==> src/design/hstw_map.vh <==
// Register offsets, field positions and reset values of the timer block
`ifndef HSTW_MAP_VH
`define HSTW_MAP_VH

`define HSTW_OFF_CTRL 8'h00
`define HSTW_OFF_STAT 8'h04
`define HSTW_OFF_CNT 8'h08
`define HSTW_OFF_TOP 8'h0C
`define HSTW_OFF_PRESC 8'h10
`define HSTW_OFF_PORT 8'h14
`define HSTW_OFF_DIR 8'h18
`define HSTW_OFF_CMP0 8'h20

`define HSTW_CTRL_PWM 0
`define HSTW_CTRL_SLOPE 1
`define HSTW_CTRL_RUN 2

`define HSTW_STAT_OVF 0
`define HSTW_STAT_DOWN 1
`define HSTW_STAT_WAVE 8
`define HSTW_PORT_COMP 8
`define HSTW_CMP_SET 16

`define HSTW_RST_TOP 10'h3FF
`define HSTW_RST_PRESC 16'h0000

`define HSTW_RESP_OKAY 2'h0
`define HSTW_RESP_SLVERR 2'h2

`endif

==> src/design/hstw_top.v <==
// What this block does
// - Normal mode counts zero to top, restarts
// - Normal toggle inverts output on each match
// - Normal: clear on match, inverting sets
// - Counter clears on the tick after top
// - Normal overflow sets when counter becomes zero
// - Software may write the counter anytime
// - Normal: complement pin off, true pin if nonzero
// - PWM with slope bit 0 is fast PWM
// - Fast non-inverting: clear on match, set at zero
// - Fast inverting: set on match, clear at zero
// - Fast complementary gives both true and inverted
// - Fast PWM overflow sets on reaching top
// - Setting two non-inverted, three inverted PWM
// - Compare zero spikes, compare equal to top gives constant
// - Fast setting one gives the same waveform as setting two
// - Pin shows compare only if set and output
// - Fast: 01 both pins, 10/11 true only
// - PWM with slope bit 1 counts up, down
// - Normal toggle frequency is clock over 2(1+top)
// - Dual: clear on up match, set on down
// - Dual slope holds top for one tick
// - Dual slope overflow sets at zero
//
// Local design decisions: the AXI4-Lite slave port and the placing of the registers.
`timescale 1ns/1ps
`include "hstw_map.vh"
module hstw_top #(
    parameter TW = 10,
    parameter CH = 3,
    parameter PW = 16
) (
    input wire aclk, // System clock, 40 MHz
    input wire aresetn, // Synchronous reset, active low
    input wire [7:0] s_axi_awaddr, // Write address
    input wire s_axi_awvalid, // Write address valid
    output reg s_axi_awready, // Write address ready
    input wire [31:0] s_axi_wdata, // Write data
    input wire [3:0] s_axi_wstrb, // Write byte enables
    input wire s_axi_wvalid, // Write data valid
    output reg s_axi_wready, // Write data ready
    output reg [1:0] s_axi_bresp, // Write response
    output reg s_axi_bvalid, // Write response valid
    input wire s_axi_bready, // Write response ready
    input wire [7:0] s_axi_araddr, // Read address
    input wire s_axi_arvalid, // Read address valid
    output reg s_axi_arready, // Read address ready
    output reg [31:0] s_axi_rdata, // Read data
    output reg [1:0] s_axi_rresp, // Read response
    output reg s_axi_rvalid, // Read data valid
    input wire s_axi_rready, // Read data ready
    output reg [CH-1:0] pin_true_o, // True pin level
    output reg [CH-1:0] pin_true_oe, // True pin driven
    output reg [CH-1:0] pin_comp_o, // Complementary pin level
    output reg [CH-1:0] pin_comp_oe, // Complementary pin driven
    output reg [CH-1:0] waveform_out, // Waveform to dead-time stage
    output reg overflow_flag // Overflow flag
);
    reg pwm_select_r;
    reg slope_select_r;
    reg run_r;
    reg [TW-1:0] timer_count_r;
    reg [TW-1:0] timer_count_nxt;
    reg count_up_r;
    reg count_up_nxt;
    reg ovf_set;
    reg [TW-1:0] top_value_reg_r;
    reg [PW-1:0] presc_r;
    reg [CH-1:0] port_true_r;
    reg [CH-1:0] port_comp_r;
    reg [CH-1:0] dir_true_r;
    reg [CH-1:0] dir_comp_r;
    reg [TW-1:0] channel_compare_reg_r [0:CH-1];
    reg [1:0] output_setting_r [0:CH-1];
    reg [CH-1:0] compare_pin_out_r;
    reg [7:0] awaddr_r;
    reg aw_held_r;
    reg [31:0] wdata_r;
    reg [3:0] wstrb_r;
    reg w_held_r;
    reg [31:0] rd_mux;
    reg rd_hit;
    reg wr_hit;
    reg wr_cnt;
    reg [31:0] wmask;
    reg [31:0] wval;
    wire timer_clock;
    wire wr_go;
    wire [CH-1:0] wave;
    integer i, i_dec, i_rd, i_pin; // One loop index per process

    hstw_presc #(
        .W(PW)
    ) u_presc (
        .aclk(aclk),
        .aresetn(aresetn),
        .run(run_r),
        .div(presc_r),
        .tick(timer_clock)
    );

    genvar g;
    generate
        for (g = 0; g < CH; g = g + 1) begin : g_chan
            hstw_chan #(
                .TW(TW)
            ) u_chan (
                .aclk(aclk),
                .aresetn(aresetn),
                .tick(timer_clock),
                .count(timer_count_r),
                .top(top_value_reg_r),
                .cmp(channel_compare_reg_r[g]),
                .setting(output_setting_r[g]),
                .pwm_select(pwm_select_r),
                .slope_select(slope_select_r),
                .count_up(count_up_r),
                .wave(wave[g])
            );
        end
    endgenerate

    // Counting sequence on each timer clock tick
    always @* begin
        timer_count_nxt = timer_count_r;
        count_up_nxt = count_up_r;
        ovf_set = 1'b0;
        if (timer_clock) begin
            if (!(pwm_select_r && slope_select_r)) begin
                count_up_nxt = 1'b1;
                if (timer_count_r == top_value_reg_r) begin
                    timer_count_nxt = {TW{1'b0}};
                    ovf_set = !pwm_select_r;
                end else begin
                    timer_count_nxt = timer_count_r + {{(TW-1){1'b0}}, 1'b1};
                end
                // Fast PWM flags on arrival at top, not on the wrap
                if (pwm_select_r && timer_count_nxt == top_value_reg_r)
                    ovf_set = 1'b1;
            end else if (top_value_reg_r == {TW{1'b0}}) begin
                // Degenerate dual slope: nothing to count between ends
                timer_count_nxt = {TW{1'b0}};
                ovf_set = 1'b1;
            end else if (count_up_r) begin
                if (timer_count_r >= top_value_reg_r) begin
                    // Top already held for this tick, turn round
                    count_up_nxt = 1'b0;
                    timer_count_nxt = timer_count_r - {{(TW-1){1'b0}}, 1'b1};
                end else begin
                    timer_count_nxt = timer_count_r + {{(TW-1){1'b0}}, 1'b1};
                end
            end else if (timer_count_r == {TW{1'b0}}) begin
                count_up_nxt = 1'b1;
                timer_count_nxt = {{(TW-1){1'b0}}, 1'b1};
            end else begin
                timer_count_nxt = timer_count_r - {{(TW-1){1'b0}}, 1'b1};
                if (timer_count_nxt == {TW{1'b0}})
                    ovf_set = 1'b1;
            end
        end
    end

    // Write side decode
    assign wr_go = aw_held_r && w_held_r && !s_axi_bvalid;

    always @* begin
        wmask = {{8{wstrb_r[3]}}, {8{wstrb_r[2]}},
                 {8{wstrb_r[1]}}, {8{wstrb_r[0]}}};
        wval = wdata_r & wmask;
        wr_hit = 1'b0;
        wr_cnt = 1'b0;
        case (awaddr_r)
            `HSTW_OFF_CTRL, `HSTW_OFF_STAT, `HSTW_OFF_TOP,
            `HSTW_OFF_PRESC, `HSTW_OFF_PORT, `HSTW_OFF_DIR: wr_hit = 1'b1;
            `HSTW_OFF_CNT: begin
                wr_hit = 1'b1;
                wr_cnt = 1'b1;
            end
            default: wr_hit = 1'b0;
        endcase
        for (i_dec = 0; i_dec < CH; i_dec = i_dec + 1) begin
            if (awaddr_r == `HSTW_OFF_CMP0 + i_dec * 4)
                wr_hit = 1'b1;
        end
    end

    // AXI4-Lite write channel and register writes
    always @(posedge aclk) begin
        if (!aresetn) begin
            s_axi_awready <= 1'b1;
            s_axi_wready <= 1'b1;
            s_axi_bvalid <= 1'b0;
            s_axi_bresp <= `HSTW_RESP_OKAY;
            aw_held_r <= 1'b0;
            w_held_r <= 1'b0;
            awaddr_r <= 8'h00;
            wdata_r <= 32'h00000000;
            wstrb_r <= 4'h0;
            pwm_select_r <= 1'b0;
            slope_select_r <= 1'b0;
            run_r <= 1'b0;
            top_value_reg_r <= `HSTW_RST_TOP;
            presc_r <= `HSTW_RST_PRESC;
            port_true_r <= {CH{1'b0}};
            port_comp_r <= {CH{1'b0}};
            dir_true_r <= {CH{1'b0}};
            dir_comp_r <= {CH{1'b0}};
            overflow_flag <= 1'b0;
            timer_count_r <= {TW{1'b0}};
            count_up_r <= 1'b1;
            for (i = 0; i < CH; i = i + 1) begin
                channel_compare_reg_r[i] <= {TW{1'b0}};
                output_setting_r[i] <= 2'h0;
            end
        end else begin
            if (s_axi_awvalid && s_axi_awready) begin
                awaddr_r <= s_axi_awaddr;
                aw_held_r <= 1'b1;
                s_axi_awready <= 1'b0;
            end
            if (s_axi_wvalid && s_axi_wready) begin
                wdata_r <= s_axi_wdata;
                wstrb_r <= s_axi_wstrb;
                w_held_r <= 1'b1;
                s_axi_wready <= 1'b0;
            end
            if (s_axi_bvalid && s_axi_bready) begin
                s_axi_bvalid <= 1'b0;
                s_axi_awready <= 1'b1;
                s_axi_wready <= 1'b1;
            end
            // Set wins over a software clear in the same cycle
            overflow_flag <= ovf_set | overflow_flag;
            // A software count write overrides the tick
            timer_count_r <= timer_count_nxt;
            count_up_r <= count_up_nxt;
            if (wr_go) begin
                aw_held_r <= 1'b0;
                w_held_r <= 1'b0;
                s_axi_bvalid <= 1'b1;
                s_axi_bresp <= wr_hit ? `HSTW_RESP_OKAY : `HSTW_RESP_SLVERR;
                case (awaddr_r)
                    `HSTW_OFF_CTRL: begin
                        if (wstrb_r[0]) begin
                            pwm_select_r <= wdata_r[`HSTW_CTRL_PWM];
                            slope_select_r <= wdata_r[`HSTW_CTRL_SLOPE];
                            run_r <= wdata_r[`HSTW_CTRL_RUN];
                        end
                    end
                    `HSTW_OFF_STAT: begin
                        if (wval[`HSTW_STAT_OVF] && !ovf_set)
                            overflow_flag <= 1'b0;
                    end
                    `HSTW_OFF_TOP:
                        top_value_reg_r <= (top_value_reg_r & ~wmask[TW-1:0])
                            | wval[TW-1:0];
                    `HSTW_OFF_PRESC:
                        presc_r <= (presc_r & ~wmask[PW-1:0]) | wval[PW-1:0];
                    `HSTW_OFF_PORT: begin
                        if (wstrb_r[0])
                            port_true_r <= wdata_r[CH-1:0];
                        if (wstrb_r[1])
                            port_comp_r <= wdata_r[`HSTW_PORT_COMP+CH-1:
                                                   `HSTW_PORT_COMP];
                    end
                    `HSTW_OFF_DIR: begin
                        if (wstrb_r[0])
                            dir_true_r <= wdata_r[CH-1:0];
                        if (wstrb_r[1])
                            dir_comp_r <= wdata_r[`HSTW_PORT_COMP+CH-1:
                                                  `HSTW_PORT_COMP];
                    end
                    default: begin
                    end
                endcase
                if (wr_cnt) begin
                    timer_count_r <= (timer_count_r & ~wmask[TW-1:0])
                        | wval[TW-1:0];
                end
                for (i = 0; i < CH; i = i + 1) begin
                    if (awaddr_r == `HSTW_OFF_CMP0 + i * 4) begin
                        channel_compare_reg_r[i] <=
                            (channel_compare_reg_r[i] & ~wmask[TW-1:0])
                            | wval[TW-1:0];
                        if (wstrb_r[2])
                            output_setting_r[i] <=
                                wdata_r[`HSTW_CMP_SET+1:`HSTW_CMP_SET];
                    end
                end
            end
        end
    end

    // Read data selection
    always @* begin
        rd_mux = 32'h00000000;
        rd_hit = 1'b1;
        case (s_axi_araddr)
            `HSTW_OFF_CTRL: begin
                rd_mux[`HSTW_CTRL_PWM] = pwm_select_r;
                rd_mux[`HSTW_CTRL_SLOPE] = slope_select_r;
                rd_mux[`HSTW_CTRL_RUN] = run_r;
            end
            `HSTW_OFF_STAT: begin
                rd_mux[`HSTW_STAT_OVF] = overflow_flag;
                rd_mux[`HSTW_STAT_DOWN] = !count_up_r;
                rd_mux[`HSTW_STAT_WAVE+CH-1:`HSTW_STAT_WAVE] = waveform_out;
            end
            `HSTW_OFF_CNT: rd_mux[TW-1:0] = timer_count_r;
            `HSTW_OFF_TOP: rd_mux[TW-1:0] = top_value_reg_r;
            `HSTW_OFF_PRESC: rd_mux[PW-1:0] = presc_r;
            `HSTW_OFF_PORT: begin
                rd_mux[CH-1:0] = port_true_r;
                rd_mux[`HSTW_PORT_COMP+CH-1:`HSTW_PORT_COMP] = port_comp_r;
            end
            `HSTW_OFF_DIR: begin
                rd_mux[CH-1:0] = dir_true_r;
                rd_mux[`HSTW_PORT_COMP+CH-1:`HSTW_PORT_COMP] = dir_comp_r;
            end
            default: rd_hit = 1'b0;
        endcase
        for (i_rd = 0; i_rd < CH; i_rd = i_rd + 1) begin
            if (s_axi_araddr == `HSTW_OFF_CMP0 + i_rd * 4) begin
                rd_hit = 1'b1;
                rd_mux[TW-1:0] = channel_compare_reg_r[i_rd];
                rd_mux[`HSTW_CMP_SET+1:`HSTW_CMP_SET] = output_setting_r[i_rd];
            end
        end
    end

    // AXI4-Lite read channel
    always @(posedge aclk) begin
        if (!aresetn) begin
            s_axi_arready <= 1'b1;
            s_axi_rvalid <= 1'b0;
            s_axi_rdata <= 32'h00000000;
            s_axi_rresp <= `HSTW_RESP_OKAY;
        end else if (s_axi_arvalid && s_axi_arready) begin
            s_axi_arready <= 1'b0;
            s_axi_rvalid <= 1'b1;
            s_axi_rdata <= rd_mux;
            s_axi_rresp <= rd_hit ? `HSTW_RESP_OKAY : `HSTW_RESP_SLVERR;
        end else if (s_axi_rvalid && s_axi_rready) begin
            s_axi_rvalid <= 1'b0;
            s_axi_arready <= 1'b1;
        end
    end

    // Compare output lags the waveform by one timer clock, then pin muxing
    always @(posedge aclk) begin
        if (!aresetn) begin
            compare_pin_out_r <= {CH{1'b0}};
            waveform_out <= {CH{1'b0}};
            pin_true_o <= {CH{1'b0}};
            pin_true_oe <= {CH{1'b0}};
            pin_comp_o <= {CH{1'b0}};
            pin_comp_oe <= {CH{1'b0}};
        end else begin
            waveform_out <= wave;
            if (timer_clock)
                compare_pin_out_r <= waveform_out;
            for (i_pin = 0; i_pin < CH; i_pin = i_pin + 1) begin
                // Direction alone enables the driver; setting picks source
                pin_true_oe[i_pin] <= dir_true_r[i_pin];
                pin_comp_oe[i_pin] <= dir_comp_r[i_pin];
                if (output_setting_r[i_pin] != 2'h0)
                    pin_true_o[i_pin] <= compare_pin_out_r[i_pin];
                else
                    pin_true_o[i_pin] <= port_true_r[i_pin];
                if (pwm_select_r && output_setting_r[i_pin] == 2'h1)
                    pin_comp_o[i_pin] <= ~compare_pin_out_r[i_pin];
                else
                    pin_comp_o[i_pin] <= port_comp_r[i_pin];
            end
        end
    end
endmodule // hstw_top

==> src/design/hstw_presc.v <==
// Prescaler that makes the timer clock tick from the system clock
`timescale 1ns/1ps
module hstw_presc #(
    parameter W = 16
) (
    input wire aclk, // System clock
    input wire aresetn, // Synchronous reset, active low
    input wire run, // Timer enabled
    input wire [W-1:0] div, // Tick every div+1 clocks
    output reg tick // One-cycle timer clock tick
);
    reg [W-1:0] cnt_r;

    always @(posedge aclk) begin
        if (!aresetn) begin
            cnt_r <= {W{1'b0}};
            tick <= 1'b0;
        end else if (!run) begin
            cnt_r <= {W{1'b0}};
            tick <= 1'b0;
        end else if (cnt_r >= div) begin
            // Compare with >= so a smaller divider never waits a full wrap
            cnt_r <= {W{1'b0}};
            tick <= 1'b1;
        end else begin
            cnt_r <= cnt_r + {{(W-1){1'b0}}, 1'b1};
            tick <= 1'b0;
        end
    end
endmodule // hstw_presc

==> src/design/hstw_chan.v <==
// One compare channel: match detection and waveform output
`timescale 1ns/1ps
module hstw_chan #(
    parameter TW = 10
) (
    input wire aclk, // System clock
    input wire aresetn, // Synchronous reset, active low
    input wire tick, // Timer clock tick
    input wire [TW-1:0] count, // Present timer count
    input wire [TW-1:0] top, // Top value
    input wire [TW-1:0] cmp, // Channel compare value
    input wire [1:0] setting, // Output setting
    input wire pwm_select, // 0 normal, 1 PWM
    input wire slope_select, // 0 single slope, 1 dual slope
    input wire count_up, // Dual slope direction
    output reg wave // Waveform output
);
    wire match;
    wire bottom;

    assign match = tick && (count == cmp);
    // Single slope returns to zero on the tick after top
    assign bottom = tick && (count == top) && !slope_select;

    always @(posedge aclk) begin
        if (!aresetn) begin
            wave <= 1'b0;
        end else if (!pwm_select) begin
            if (match) begin
                case (setting)
                    2'h1: wave <= ~wave;
                    2'h2: wave <= 1'b0;
                    2'h3: wave <= 1'b1;
                    default: wave <= wave;
                endcase
            end
        end else if (!slope_select) begin
            // Match wins over bottom so a compare equal to top gives a constant level
            case (setting)
                2'h1, 2'h2: begin
                    if (match)
                        wave <= 1'b0;
                    else if (bottom)
                        wave <= 1'b1;
                end
                2'h3: begin
                    if (match)
                        wave <= 1'b1;
                    else if (bottom)
                        wave <= 1'b0;
                end
                default: wave <= wave;
            endcase
        end else if (match) begin
            case (setting)
                2'h1, 2'h2: wave <= !count_up;
                2'h3: wave <= count_up;
                default: wave <= wave;
            endcase
        end
    end
endmodule // hstw_chan

==> config.mk <==
export PLATFORM = sky130hd
export DESIGN_NAME = hstw_top
export DESIGN_NICKNAME = d
export VERILOG_FILES = /design/src/design/hstw_top.v /design/src/design/hstw_presc.v /design/src/design/hstw_chan.v
export VERILOG_INCLUDE_DIRS = /design/src /design/src/design
export SDC_FILE = /design/constraint.sdc
export NUM_CORES = 1
export LEC_CHECK = 0
export ABC_AREA = 1
export BUFFER_PORTS_ARGS = -buffer_cell sky130_fd_sc_hd__clkbuf_2
export CAP_MARGIN = 20
export CORE_UTILIZATION = 30
export CTS_BUF_LIST = sky130_fd_sc_hd__clkbuf_8 sky130_fd_sc_hd__clkbuf_16
export CTS_CLUSTER_DIAMETER = 120
export CTS_CLUSTER_SIZE = 8
export DETAILED_ROUTE_END_ITERATION = 8
export HOLD_SLACK_MARGIN = 0.05
export SLEW_MARGIN = 20
export SYNTH_ARGS = -nofsm -noshare
export SYNTH_HDL_FRONTEND = slang
export SYNTH_SLANG_ARGS = --single-unit
==> constraint.sdc <==
create_clock -name aclk -period 3.4 [get_ports aclk]
set_clock_uncertainty 0.05 [all_clocks]
set_input_delay 0.17 -clock aclk [delete_from_list [all_inputs] [get_ports aclk]]
set_output_delay 0.17 -clock aclk [all_outputs]
set_load 0.005 [all_outputs]
Word level (Yosys, flattened, before mapping)
Memories as Yosys holds them, arrays and structs flattened. Cells that the tools add are included.

Reductions and logical operators: 59. Multiplexer cells: 124. Order comparisons: 2. Divide/modulo/power cells: 0. Shifts and indexed selects: 0. Equality and inequality tests: 48. Add/subtract/negate cells: 3. $mul: 0. Bitwise operators: 30.

Operators with widths (number): 2-to-1 mux 10 bit (17); 2-to-1 mux 1 bit (84); AND 10 bit (5); == test 10 bit (5); OR 10 bit (5); == test 8 x 5 -> 1 bit (second input constant) (6); == test 8 x 6 -> 1 bit (second input constant) (6); AND 16 bit (2); == test 8 x 4 -> 1 bit (second input constant) (4); zero test 10 bit (3); AND reduction 7 bit (3); logical AND 1 bit (18); adder 16 x 1 -> 16 bit (second input constant) (1); == test 8 x 3 -> 1 bit (second input constant) (2); greater-or-equal comparator 16 bit (1); zero test 8 bit (2); 2-to-1 mux 2 bit (8); inverter 16 bit (1); OR 16 bit (1); nonzero test 2 bit (8); one-hot mux 5 bit (3 select lines) (1); AND reduction 3 bit (5); one-hot mux 2 bit (7 select lines) (1); OR reduction 7 bit (2); 25 further kinds (75).

Register bits: 149. ROM bits: 0. Logic and storage cells: 304. Memories: 2. Input bits: 59. Bits in writable memories: 36. Latch bits: 0.

Memories: channel_compare_reg_r (depth 3, width 10, rd ports 3, clocked after Yosys merged registers in 0, wr ports 3, RTL line hstw_top.v:73) `reg [TW-1:0] channel_compare_reg_r [0:CH-1];`; output_setting_r (depth 3, width 2, rd ports 3, clocked after Yosys merged registers in 0, wr ports 3, RTL line hstw_top.v:74) `reg [1:0] output_setting_r [0:CH-1];`.

Depth between registers and ports, before layout
Gate-level depths: netlist (run 1).

Word-level depth: 14. Gate-level depth with buffers: 17. Depth with buffers taken out: 17.

Hierarchy
A second synthesis (run 1) with hierarchy kept.

Cells, all modules: 1799. Area total of the unflattened synthesis: 11664.9 um^2.

Modules (own cells, without submodules): hstw_top (cells an instance 1190, area an instance 8490.6 um^2, instances 1, seq. area each 3623.5 um^2); hstw_chan (cells an instance 144, area an instance 631.9 um^2, instances 3, seq. area each 20.0 um^2); hstw_presc (cells an instance 177, area an instance 1278.7 um^2, instances 1, seq. area each 340.3 um^2).

Worst setup path before layout (run 1)
Ideal clock, no wire load.

Kind: reg-to-reg. From: register awaddr_r[7]. To: memory channel_compare_reg_r[0][0] (enable). Cell stages (with the launch flop): 6. Setup time: 0.391 ns. Path slack: 1.310 ns. Period minus slack after synthesis: 2.090 ns. Arrival: 1.650 ns. Cells stage by stage: dfxtp_1 -> nor2_1 -> inv_1 -> nor3_1 -> nand2_1 -> o21ai_0.

RTL lines: start, declared (RTL line hstw_top.v:76) `reg [7:0] awaddr_r;`; start signal, assigned (RTL line hstw_top.v:217) `awaddr_r <= s_axi_awaddr;`; end, declared (RTL line hstw_top.v:73).

==> results of run 1 <==
-- repair_timing --
item                                    in CTS  in global routing
gates resized for setup                      0                  0
endpoints found under the setup margin       0                  0
hold buffers                                28                  0
hold endpoints to repair                    31                  0
-- synth_stat cells, types with 6 or more instances --
| cell | n |
|---|---|
| nand2_1 | 275 |
| nor2_1 | 178 |
| inv_1 | 151 |
| dfxtp_1 | 147 |
| a21oi_1 | 132 |
| o21ai_0 | 106 |
| nand3_1 | 64 |
| ha_1 | 49 |
| edfxtp_1 | 36 |
| clkbuf_1 | 29 |
| xor2_1 | 27 |
| buf_4 | 22 |
| nor3_1 | 22 |
| nand4_1 | 21 |
| inv_2 | 17 |
| o22ai_1 | 16 |
| nor2_2 | 12 |
| o211ai_1 | 11 |
| o221ai_1 | 11 |
| buf_2 | 9 |
| buf_6 | 9 |
| nand2_2 | 9 |
| o21ai_1 | 9 |
| nor2_4 | 6 |
| nor4_1 | 6 |
| xnor2_1 | 6 |
-- power groups by stage --
stage,clock network [mW],logic (mW),registers (mW)
finish,2.16,0.383,2.33
global route,2.28,0.429,2.34
CTS,2.19,0.382,2.33
detailed placement,0,0.355,2.38
global placement,0,0.349,2.38
floorplan,0,0.251,2.36
-- worst max-delay path, delay by kind of cell (launching register included) --
family / cells / cell delay (ns)
simple gates: 7 / 0.87
flops: 1 / 0.50
buf+inv: 2 / 0.38
compound gates: 2 / 0.36
fa+ha+maj: 1 / 0.22
-- metrics by stage --
step	instances	power [mW]	hold slack, ns	setup WS (ns)	util, %
floorplan	1456	2.61	0.267	1.31	-
global placement	1950	2.73	0.366	0.900	32.9
detailed placement	1950	2.74	0.371	0.973	32.9
CTS	2010	4.90	0.0501	0.950	35.6
global route	2010	5.05	0.0618	0.649	35.6
finish	2010	4.88	0.0676	0.911	35.6
-- path summary, 6_finish.rpt --
check / start / depth (start not counted) / endpoint
max: flip-flop / 12 / g_chan[1].u_chan.wave$_SDFFE_PN0P_
min: s_axi_wdata[2] / 3 / wdata_r[2]$_SDFFE_PN0P_
min reg2reg: dir_comp_r[0]$_SDFFE_PN0P_ / 2 / pin_comp_oe[0]$_SDFF_PN0_
max reg2reg: flip-flop / 12 / g_chan[1].u_chan.wave$_SDFFE_PN0P_
-- routing by layer --
layer,track usage [%],vias up,routed length (um)
met5,0,-,0
met4,6.89,0,952
met1,25.4,4738,15500
met2,31.9,367,16000
li1,-,4957,-
met3,3.52,69,2060
-- logic make-up (layout without fill, tap and decap cells) --
group	after synthesis	in the layout	synth area share, %
fa+ha+maj	49	49	5.81
buf+inv	243	342	10.2
compound gates	311	311	16.5
xor+xnor	34	34	2.89
other cells	1	16	0.0355
flops	183	183	38.1
simple gates	620	620	26.4
-- area by class of cell --
class	count	area [um2]	share of cell area, %
inverters	173	654	5.33
clock buffers	19	475	3.87
flip-flops and latches	183	4020	32.8
repair buffers	137	888	7.23
clock inverters	13	165	1.34
multi-input cells	1030	5510	44.8
well taps	455	569	4.63
==> results.py, run 1 <==
metrics = {
    "outcome": {
        "status": "completed",
    },
    "layout": {
        "stdcell_area_um2": 12300,
        "final_common_cell": "nand2_1",
        "mostFrequentLayoutCells": "nand2_1 (275), nor2_1 (178), inv_1 (153), dfxtp_1 (147), a21oi_1 (132)",
        "finalNetCount": 1650,
        "areaGrowthSynthToFinish_pct": 16.4,
        "n_antenna_cell": 0,
        "fillers": 3690,
        "drive_gt1_share_pct": 13.6,
    },
    "route": {
        "routed_via_density": 5.04,
        "routed_wl_um": 34600,
        "vias": 10100,
        "final_antenna_net_count": 0,
        "drc_errors": 0,
        "routedWlPerCell_um": 17.2,
        "drtIter0Drc": 810,
        "dr.pass1.iters": 7,
    },
    "floorplanning": {
        "die-area_um2": 35900,
        "io_pins": 116,
        "start_util_pct": 30.6,
        "die_x_um": 190,
        "core_um2": 34500,
        "placementRows": 68,
        "die_h_um": 190,
    },
    "place": {
        "place_area_um2": 11400,
        "hpwlAfterDp_um": 26700,
        "place_congestion": 0.919,
        "portBuffers": 84,
    },
    "setup_path": {
        "worstPathMaxFanout": 11,
        "crit_required_ns": 3.70,
        "r2r_slack_ns": 0.91,
        "cpMaxStageDelayCell": "dfxtp_1",
        "critPathMostFrequentCell": "nand2_1",
        "path_class": "flip-flop to flip-flop",
        "critPathArrivalTime_ns": 2.79,
        "cp-start-kind": "flip-flop",
        "critPathMaxStageDelay_ns": 0.50,
        "cp_cell_sequence": "inv_2 > nand2_1 > o21ai_0 > nor4_1 > nand2_1 > nor4_1 > buf_4 > ha_1 > a221oi_1 > nand4_1 > nand2_1 > nor2_1",
        "end_kind": "flip-flop",
    },
    "clocking": {
        "htreeDepth": 4,
        "cts_sinks": 183,
        "clock_tree.root_cell": "clkbuf_16",
        "postCtsSetupRepairBufs": 0,
        "cts_tree": "yes",
        "clock_latency_ns": 0.44,
        "clockBufferDepth": 2,
        "clk_pin_slew_ns": 0.07,
        "cts_inserted_buffers": 17,
    },
    "logic_synthesis": {
        "synth_top_cell_area_share_pct": 27.9,
        "syn_avg_cell_area_um2": 7.32,
        "ys_types": 58,
        "syn_inst": 1441,
        "yosys-top-cells-area": "dfxtp_1 (28%), edfxtp_1 (10%), nand2_1 (9.8%), nor2_1 (6.3%), a21oi_1 (6.3%)",
        "synth_edf_count": 36,
        "synth_seq_cells": 183,
        "ys_async_sr_fraction_pct": 0,
        "synth_top_cell_by_area": "dfxtp_1",
        "seq_area_frac_synth_pct": 38.1,
        "ys.flop_type": "dfxtp_1",
        "yosysWarnings": 0,
        "synthesis.area_um2": 10600,
    },
    "timing": {
        "timing.final.crit_share_pct": 73.2,
        "fmaxAchievable_ghz": 0.402,
        "finalSetupViolations": 0,
        "finalMaxSlewViolations": 0,
        "hold_violations": 0,
        "min_period_ns": 2.49,
        "slew_headroom_pct": 55.3,
        "worst_pin_slew_ns": 0.668,
        "rsz0062_at_grt": "false",
        "setup-tns-final_ns": 0,
    },
    "pwr": {
        "p_int_mw": 3.66,
        "clockPowerShare_pct": 44.3,
        "p_sw_share_pct": 25.1,
        "pwr-share-seq_pct": 47.8,
        "switching_power_mw": 1.22,
        "combPwrFrac_pct": 7.9,
        "powerDensity_nw_per_um2": 397,
        "vdd_ir_drop_max_v": 0.000307,
        "p_leak_nw": 5.30,
    },
    "grt": {
        "gr-total-overflow": 0,
        "antenna_found_initial": 0,
        "grt_usage_pct": 19.4,
        "grt_pass1_vias": 9622,
        "grt_max_degree": 50,
        "grt_pass1_wl_um": 53700,
    },
    "job": {
        "cap_violations": 0,
    },
    "hold_path": {
        "min_path_type": "primary input to flip-flop",
    },
}
No activity file was read; power rests on OpenSTA's default activity.
==> run 2, diff against run 1 <==
- clock period: 3.4 -> 2.15 ns (I/O delays scaled with it)
==> run 2 against run 1 <==
The run now ends with negative setup slack left. Largest cell class unchanged. Register-to-register slack lost 0.95 ns. Worst setup slack lost 0.95 ns. Critical endpoint is now overflow_flag$_SDFF_PN0_. Fmax grew 14%. Total power grew 57%.
==> results.py, run 2 (synthesized netlist as in run 1, its figures left out) <==
metrics = {
    "outcome": {
        "status": "complete, but fails checks",
        "violations": "negative setup slack",
    },
    "layout": {
        "areaGrowthSynthToFinish_pct": 29.7,
        "drive_gt1_share_pct": 24.5,
        "stdcell_area_um2": 13700,
        "n_antenna_cell": 0,
        "mostFrequentLayoutCells": "nand2_1 (253), nor2_1 (173), inv_1 (150), dfxtp_1 (132), a21oi_1 (127)",
        "utilization_pct": 39.6,
        "final_common_cell": "nand2_1",
        "finalNetCount": 1767,
    },
    "setup_path": {
        "end_kind": "flip-flop",
        "cp_cell_sequence": "buf_6 > ha_4 > nand2_4 > nor2_4 > buf_12 > nand3b_4 > buf_6 > buf_4 > nand3_1 > nand2_1 > nand3_1 > nor2_2 > nand3_1 > nand2_1 > nand2_1 > a21oi_2",
        "crit_required_ns": 2.42,
        "cpMaxStageDelayCell": "dfxtp_4",
        "cp-start-kind": "flip-flop",
        "critPathArrivalTime_ns": 2.46,
        "path_class": "flip-flop to flip-flop",
        "worstPathMaxFanout": 8,
        "critPathMaxStageDelay_ns": 0.36,
    },
    "timing": {
        "fmaxAchievable_ghz": 0.457,
        "rsz0062_at_grt": "true",
        "finalSetupViolations": 1,
        "min_period_ns": 2.19,
        "slew_headroom_pct": 57.6,
        "worst_pin_slew_ns": 0.631,
        "hold_violations": 0,
        "fin_ws_ns": -0.0393,
        "finalMaxSlewViolations": 0,
        "timing.final.crit_share_pct": 102,
    },
    "hold_path": {
        "min_path_type": "primary input to flip-flop",
    },
    "place": {
        "place_congestion": 0.946,
        "place_area_um2": 12000,
        "portBuffers": 84,
        "hpwlAfterDp_um": 28400,
    },
    "floorplanning": {
        "placementRows": 68,
        "die-area_um2": 35900,
        "io_pins": 116,
        "die_h_um": 190,
        "start_util_pct": 30.6,
        "die_x_um": 190,
        "core_um2": 34500,
    },
    "clocking": {
        "clock_latency_ns": 0.45,
        "clockBufferDepth": 2,
        "clk_pin_slew_ns": 0.08,
        "cts_inserted_buffers": 17,
        "cts_tree": "yes",
        "cts_sinks": 183,
        "clock_tree.root_cell": "clkbuf_16",
        "htreeDepth": 4,
    },
    "grt": {
        "grt_pass1_wl_um": 56600,
        "grt_usage_pct": 20.5,
        "grt_pass1_vias": 10200,
        "antenna_found_initial": 0,
        "gr-total-overflow": 0,
        "grt_max_degree": 50,
    },
    "route": {
        "routed_via_density": 4.99,
        "routedWlPerCell_um": 17.4,
        "dr.pass1.iters": 5,
        "final_antenna_net_count": 0,
        "routed_wl_um": 36900,
        "drtIter0Drc": 902,
        "drc_errors": 0,
        "vias": 10600,
    },
    "job": {
        "cap_violations": 0,
    },
    "pwr": {
        "powerDensity_nw_per_um2": 560,
        "p_leak_nw": 5.98,
        "vdd_ir_drop_max_v": 0.000543,
    },
}
[run 2: cell count changes in the layout (fill, tap and decap cells not counted), moves of 6 or more]
cell     before  now
o21ai_0     106  100
dfxtp_1     147  132
dfxtp_2       0   11
buf_4        25  114
buf_6         0   19
nand2_1     275  253
ha_1         49   36
ha_4          0   12
nand2_2       9   28
nand3_1      64   52
nand3_2       1   12
[run 2: worst max-delay path, delay by kind of cell (launching register included)]
kind	cells	cell delay [ns]
adders and majority gates	1	0.27
buffers and inverters	4	0.53
and+or+nand+nor	10	0.80
AOI/OAI and AO/OA	1	0.05
DFF	1	0.36
[run 2: final timing paths]
path,endpoint,slack (ns),depth (start not counted),startpoint
worst min-delay path,s_axi_bresp[1]$_SDFFE_PN0P_,0.1,5,aresetn
worst min register to register,pin_comp_oe[0]$_SDFF_PN0_,0.38,2,dir_comp_r[0]$_SDFFE_PN0P_
worst max register to register,overflow_flag$_SDFF_PN0_,-0.04,16,flip-flop
worst max-delay path,overflow_flag$_SDFF_PN0_,-0.04,16,flip-flop
[run 2: final cells by class]
class                   count  area, um2
multi-input cells        1031       5930
well taps                 455        569
clock buffers              20        478
fillers                  3589      20900
inverters                 173        654
repair buffers            253       1880
clock inverters            12        135
flip-flops and latches    183       4050
[run 2: layer usage]
| layer | vias up | share of wire [%] | wire (um) | global-route usage [%] |
|---|---|---|---|---|
| met2 | 342 | 47 | 17500 | 34.6 |
| li1 | 5174 | - | - | - |
| met5 | - | 0 | 0 | 0 |
| met1 | 5036 | 44 | 16300 | 26.8 |
| met3 | 54 | 5.7 | 2110 | 2.60 |
| met4 | 0 | 2.6 | 949 | 7.01 |
[run 2: stage by stage]
| step | setup TNS (ns) | power (mW) | hold slack [ns] | std cells | worst slack [ns] |
|---|---|---|---|---|---|
| 6_report | -0.0393 | 7.67 | 0.0986 | 2127 | -0.0393 |
| 5_1_grt | -0.869 | 7.92 | 0.131 | 2127 | -0.175 |
| 4_1_cts | -0.00577 | 7.70 | 0.0838 | 2109 | -0.00577 |
| 3_5_place_dp | -1.04 | 4.36 | 0.314 | 2032 | -0.212 |
| 3_3_place_gp | -0.513 | 4.35 | 0.311 | 2032 | -0.180 |
| 2_1_floorplan | 0 | 4.12 | 0.205 | 1456 | 0.0596 |
[run 2: timing repair]
item / in CTS / in global routing
hold endpoints to repair: 34 / 0
pin swaps: 14 / 32
setup buffers: 11 / 18
resized for setup: 38 / 91
hold buffers: 33 / 0
setup endpoints to repair: 13 / 17
cloned: 1 / 1
[run 2: where the power goes]
group / switching [mW] / internal, mW
logic: 0.429 / 0.248
registers: 0.0856 / 3.59
clock network: 1.46 / 1.86
total: 1.98 / 5.70
==> run 3, diff against run 2 <==
- SYNTH_HIERARCHICAL: default -> 1
==> run 3 against run 2 <==
The run now ends clean. Synthesized area is 11% higher. Non-clock buffer count is 48 lower. Global-route usage is 0.35 points lower. Critical path depth is 2 lower. Wire length is 7.5% higher. Via count is 14% higher. Fmax is 4.1% higher. Register-to-register slack better by 0.09 ns. Die area is 10% higher. Worst hold slack worse by 0.033 ns. Combinational power is 2% lower. First-iteration DRC count is 0.78% lower. Largest cell class unchanged. Highest routed layer unchanged.
==> results.py, run 3 <==
metrics = {
    "layout": {
        "drive_gt1_share_pct": 18.9,
        "areaGrowthSynthToFinish_pct": 23.2,
        "final_common_cell": "nand2_1",
        "mostFrequentLayoutCells": "nand2_1 (459), inv_1 (250), nor2_1 (244), a21oi_1 (130), dfxtp_1 (130)",
        "stdcell_area_um2": 14400,
        "n_antenna_cell": 0,
        "finalNetCount": 2068,
        "fillers": 4035,
    },
    "route": {
        "final_antenna_net_count": 0,
        "drc_errors": 0,
        "dr.pass1.iters": 6,
        "vias": 12100,
        "routed_wl_um": 39700,
        "routed_via_density": 4.86,
        "routedWlPerCell_um": 15.9,
        "drtIter0Drc": 895,
    },
    "floorplanning": {
        "start_util_pct": 30.8,
        "placementRows": 71,
        "core_um2": 37900,
        "die_x_um": 199,
        "die-area_um2": 39700,
        "io_pins": 116,
        "die_h_um": 199,
    },
    "logic_synthesis": {
        "synth_common_cells": "nand2_1 (474), inv_1 (259), nor2_1 (247), dfxtp_1 (147), a21oi_1 (132)",
        "ys_types": 48,
        "syn_avg_cell_area_um2": 6.48,
        "ys.flop_type": "dfxtp_1",
        "ys_async_sr_fraction_pct": 0,
        "synth_top_cell_area_share_pct": 25.2,
        "synth_edf_count": 36,
        "yosysWarnings": 6,
        "seq_area_frac_synth_pct": 34.5,
        "synthesis.area_um2": 11700,
        "synth_top_cell_by_area": "dfxtp_1",
        "yosys-top-cells-area": "dfxtp_1 (25%), nand2_1 (15%), edfxtp_1 (9.3%), inv_1 (8.3%), nor2_1 (7.9%)",
        "syn_inst": 1799,
        "synth_seq_cells": 183,
        "synth_most_common_cell": "nand2_1",
    },
    "hold_path": {
        "min_path_type": "primary input to flip-flop",
    },
    "clocking": {
        "clockBufferDepth": 2,
        "clock_tree.root_cell": "clkbuf_16",
        "htreeDepth": 4,
        "cts_inserted_buffers": 17,
        "clock_latency_ns": 0.44,
        "cts_sinks": 183,
        "clk_pin_slew_ns": 0.08,
        "cts_tree": "yes",
    },
    "outcome": {
        "status": "completed",
    },
    "pwr": {
        "p_leak_nw": 6.79,
        "powerDensity_nw_per_um2": 523,
        "power.total_mw": 7.51,
        "vdd_ir_drop_max_v": 0.000570,
    },
    "grt": {
        "grt_max_degree": 43,
        "grt_pass1_wl_um": 61700,
        "antenna_found_initial": 0,
        "gr-total-overflow": 0,
        "grt_usage_pct": 20.1,
        "grt_pass1_vias": 11500,
    },
    "timing": {
        "min_period_ns": 2.10,
        "slew_headroom_pct": 60.5,
        "timing.final.crit_share_pct": 97.8,
        "finalMaxSlewViolations": 0,
        "fmaxAchievable_ghz": 0.476,
        "rsz0062_at_grt": "true",
        "worst_pin_slew_ns": 0.592,
        "finalSetupViolations": 0,
        "setup-tns-final_ns": 0,
        "hold_violations": 0,
    },
    "place": {
        "place_congestion": 0.973,
        "hpwlAfterDp_um": 30500,
        "place_area_um2": 13000,
        "portBuffers": 84,
    },
    "setup_path": {
        "end_kind": "flip-flop",
        "worstPathMaxFanout": 8,
        "critPathArrivalTime_ns": 2.42,
        "path_class": "flip-flop to flip-flop",
        "crit_required_ns": 2.47,
        "cp-start-kind": "flip-flop",
    },
    "job": {
        "cap_violations": 0,
    },
}
[run 3: cell count changes after synthesis, sizes merged, moves of 4 or more]
cell and delta:
nand2 +209, inv +119, nor2 +84, nand3 +33, o21ai -33, o22ai -15, ha -12, nor4 -10
xor2 -10, nand4 +9, buf -6, o211ai -6, a221oi +4
[run 3: layout make-up]
cell class | instances | area [um2] | area share [%]
Multi-Input combinational cell | 1273 | 6500 | 45.2
Tap cell | 511 | 639 | 4.45
Clock buffer | 19 | 475 | 3.31
Timing Repair Buffer | 205 | 1500 | 10.4
Clock inverter | 13 | 115 | 0.801
Inverter | 292 | 1100 | 7.65
Sequential cell | 183 | 4050 | 28.1
[run 3: worst paths after layout]
kind,start,to,slack (ns),cells after the start
hold / removal,s_axi_wvalid,wstrb_r[2]$_SDFFE_PN0P_,0.07,3
setup / recovery,flip-flop,flip-flop,0.05,14
setup reg to reg,flip-flop,flip-flop,0.05,14
hold reg to reg,dir_comp_r[2]$_SDFFE_PN0P_,pin_comp_oe[2]$_SDFF_PN0_,0.40,2
[run 3: metrics by stage]
step                instances  util, %  worst slack [ns]  hold WS [ns]
finish                   2496     37.9            0.0472        0.0654
global route             2496     37.9           -0.0489         0.128
CTS                      2482     36.7           0.00546        0.0521
detailed placement       2418     34.3            0.0224         0.317
global placement         2418     34.3            0.0541         0.321
floorplan                1814        -            0.0490         0.183
[run 3: repair_timing]
item	in CTS	in global routing
setup endpoints to repair	0	21
endpoints found under the hold margin	39	0
resized for setup	0	78
setup buffers	0	12
hold buffers	32	0
[run 3: kinds of logic after synthesis]
logic type | Yosys count | share of synthesized area, %
compound gates | 260 | 12.4
flops | 183 | 34.5
mux | 1 | 0.0858
xor+xnor | 22 | 1.65
buf+inv | 359 | 12.5
simple gates | 936 | 34.9
other cells | 1 | 0.0321
fa+ha+maj | 37 | 3.97
[run 3: layer usage]
metal,vias to the layer above,GRT usage (%),routed length [um]
li1,6016,-,-
met4,0,8.89,1430
met1,5576,25.6,17200
met5,-,0,0
met3,83,2.43,2340
met2,445,34.0,18700
[run 3: power by group]
group / internal (mW) / switching, mW
Sequential: 3.59 / 0.0938
Clock: 1.75 / 1.42
Combinational: 0.240 / 0.426
Total: 5.58 / 1.94
[run 3: worst max-delay path, cell delays in order, from the launching register on]
cell and delay [ns]:
dfxtp_2 0.34, inv_2 0.05, ha_4 0.26, nand2_2 0.06, nor2_4 0.18, buf_4 0.14, nand2_2 0.14, buf_4 0.20
nand4_1 0.10, nand3_2 0.06, nand2_1 0.07, nand2_1 0.07, nand2_1 0.11, nand2_1 0.07, a21oi_2 0.12
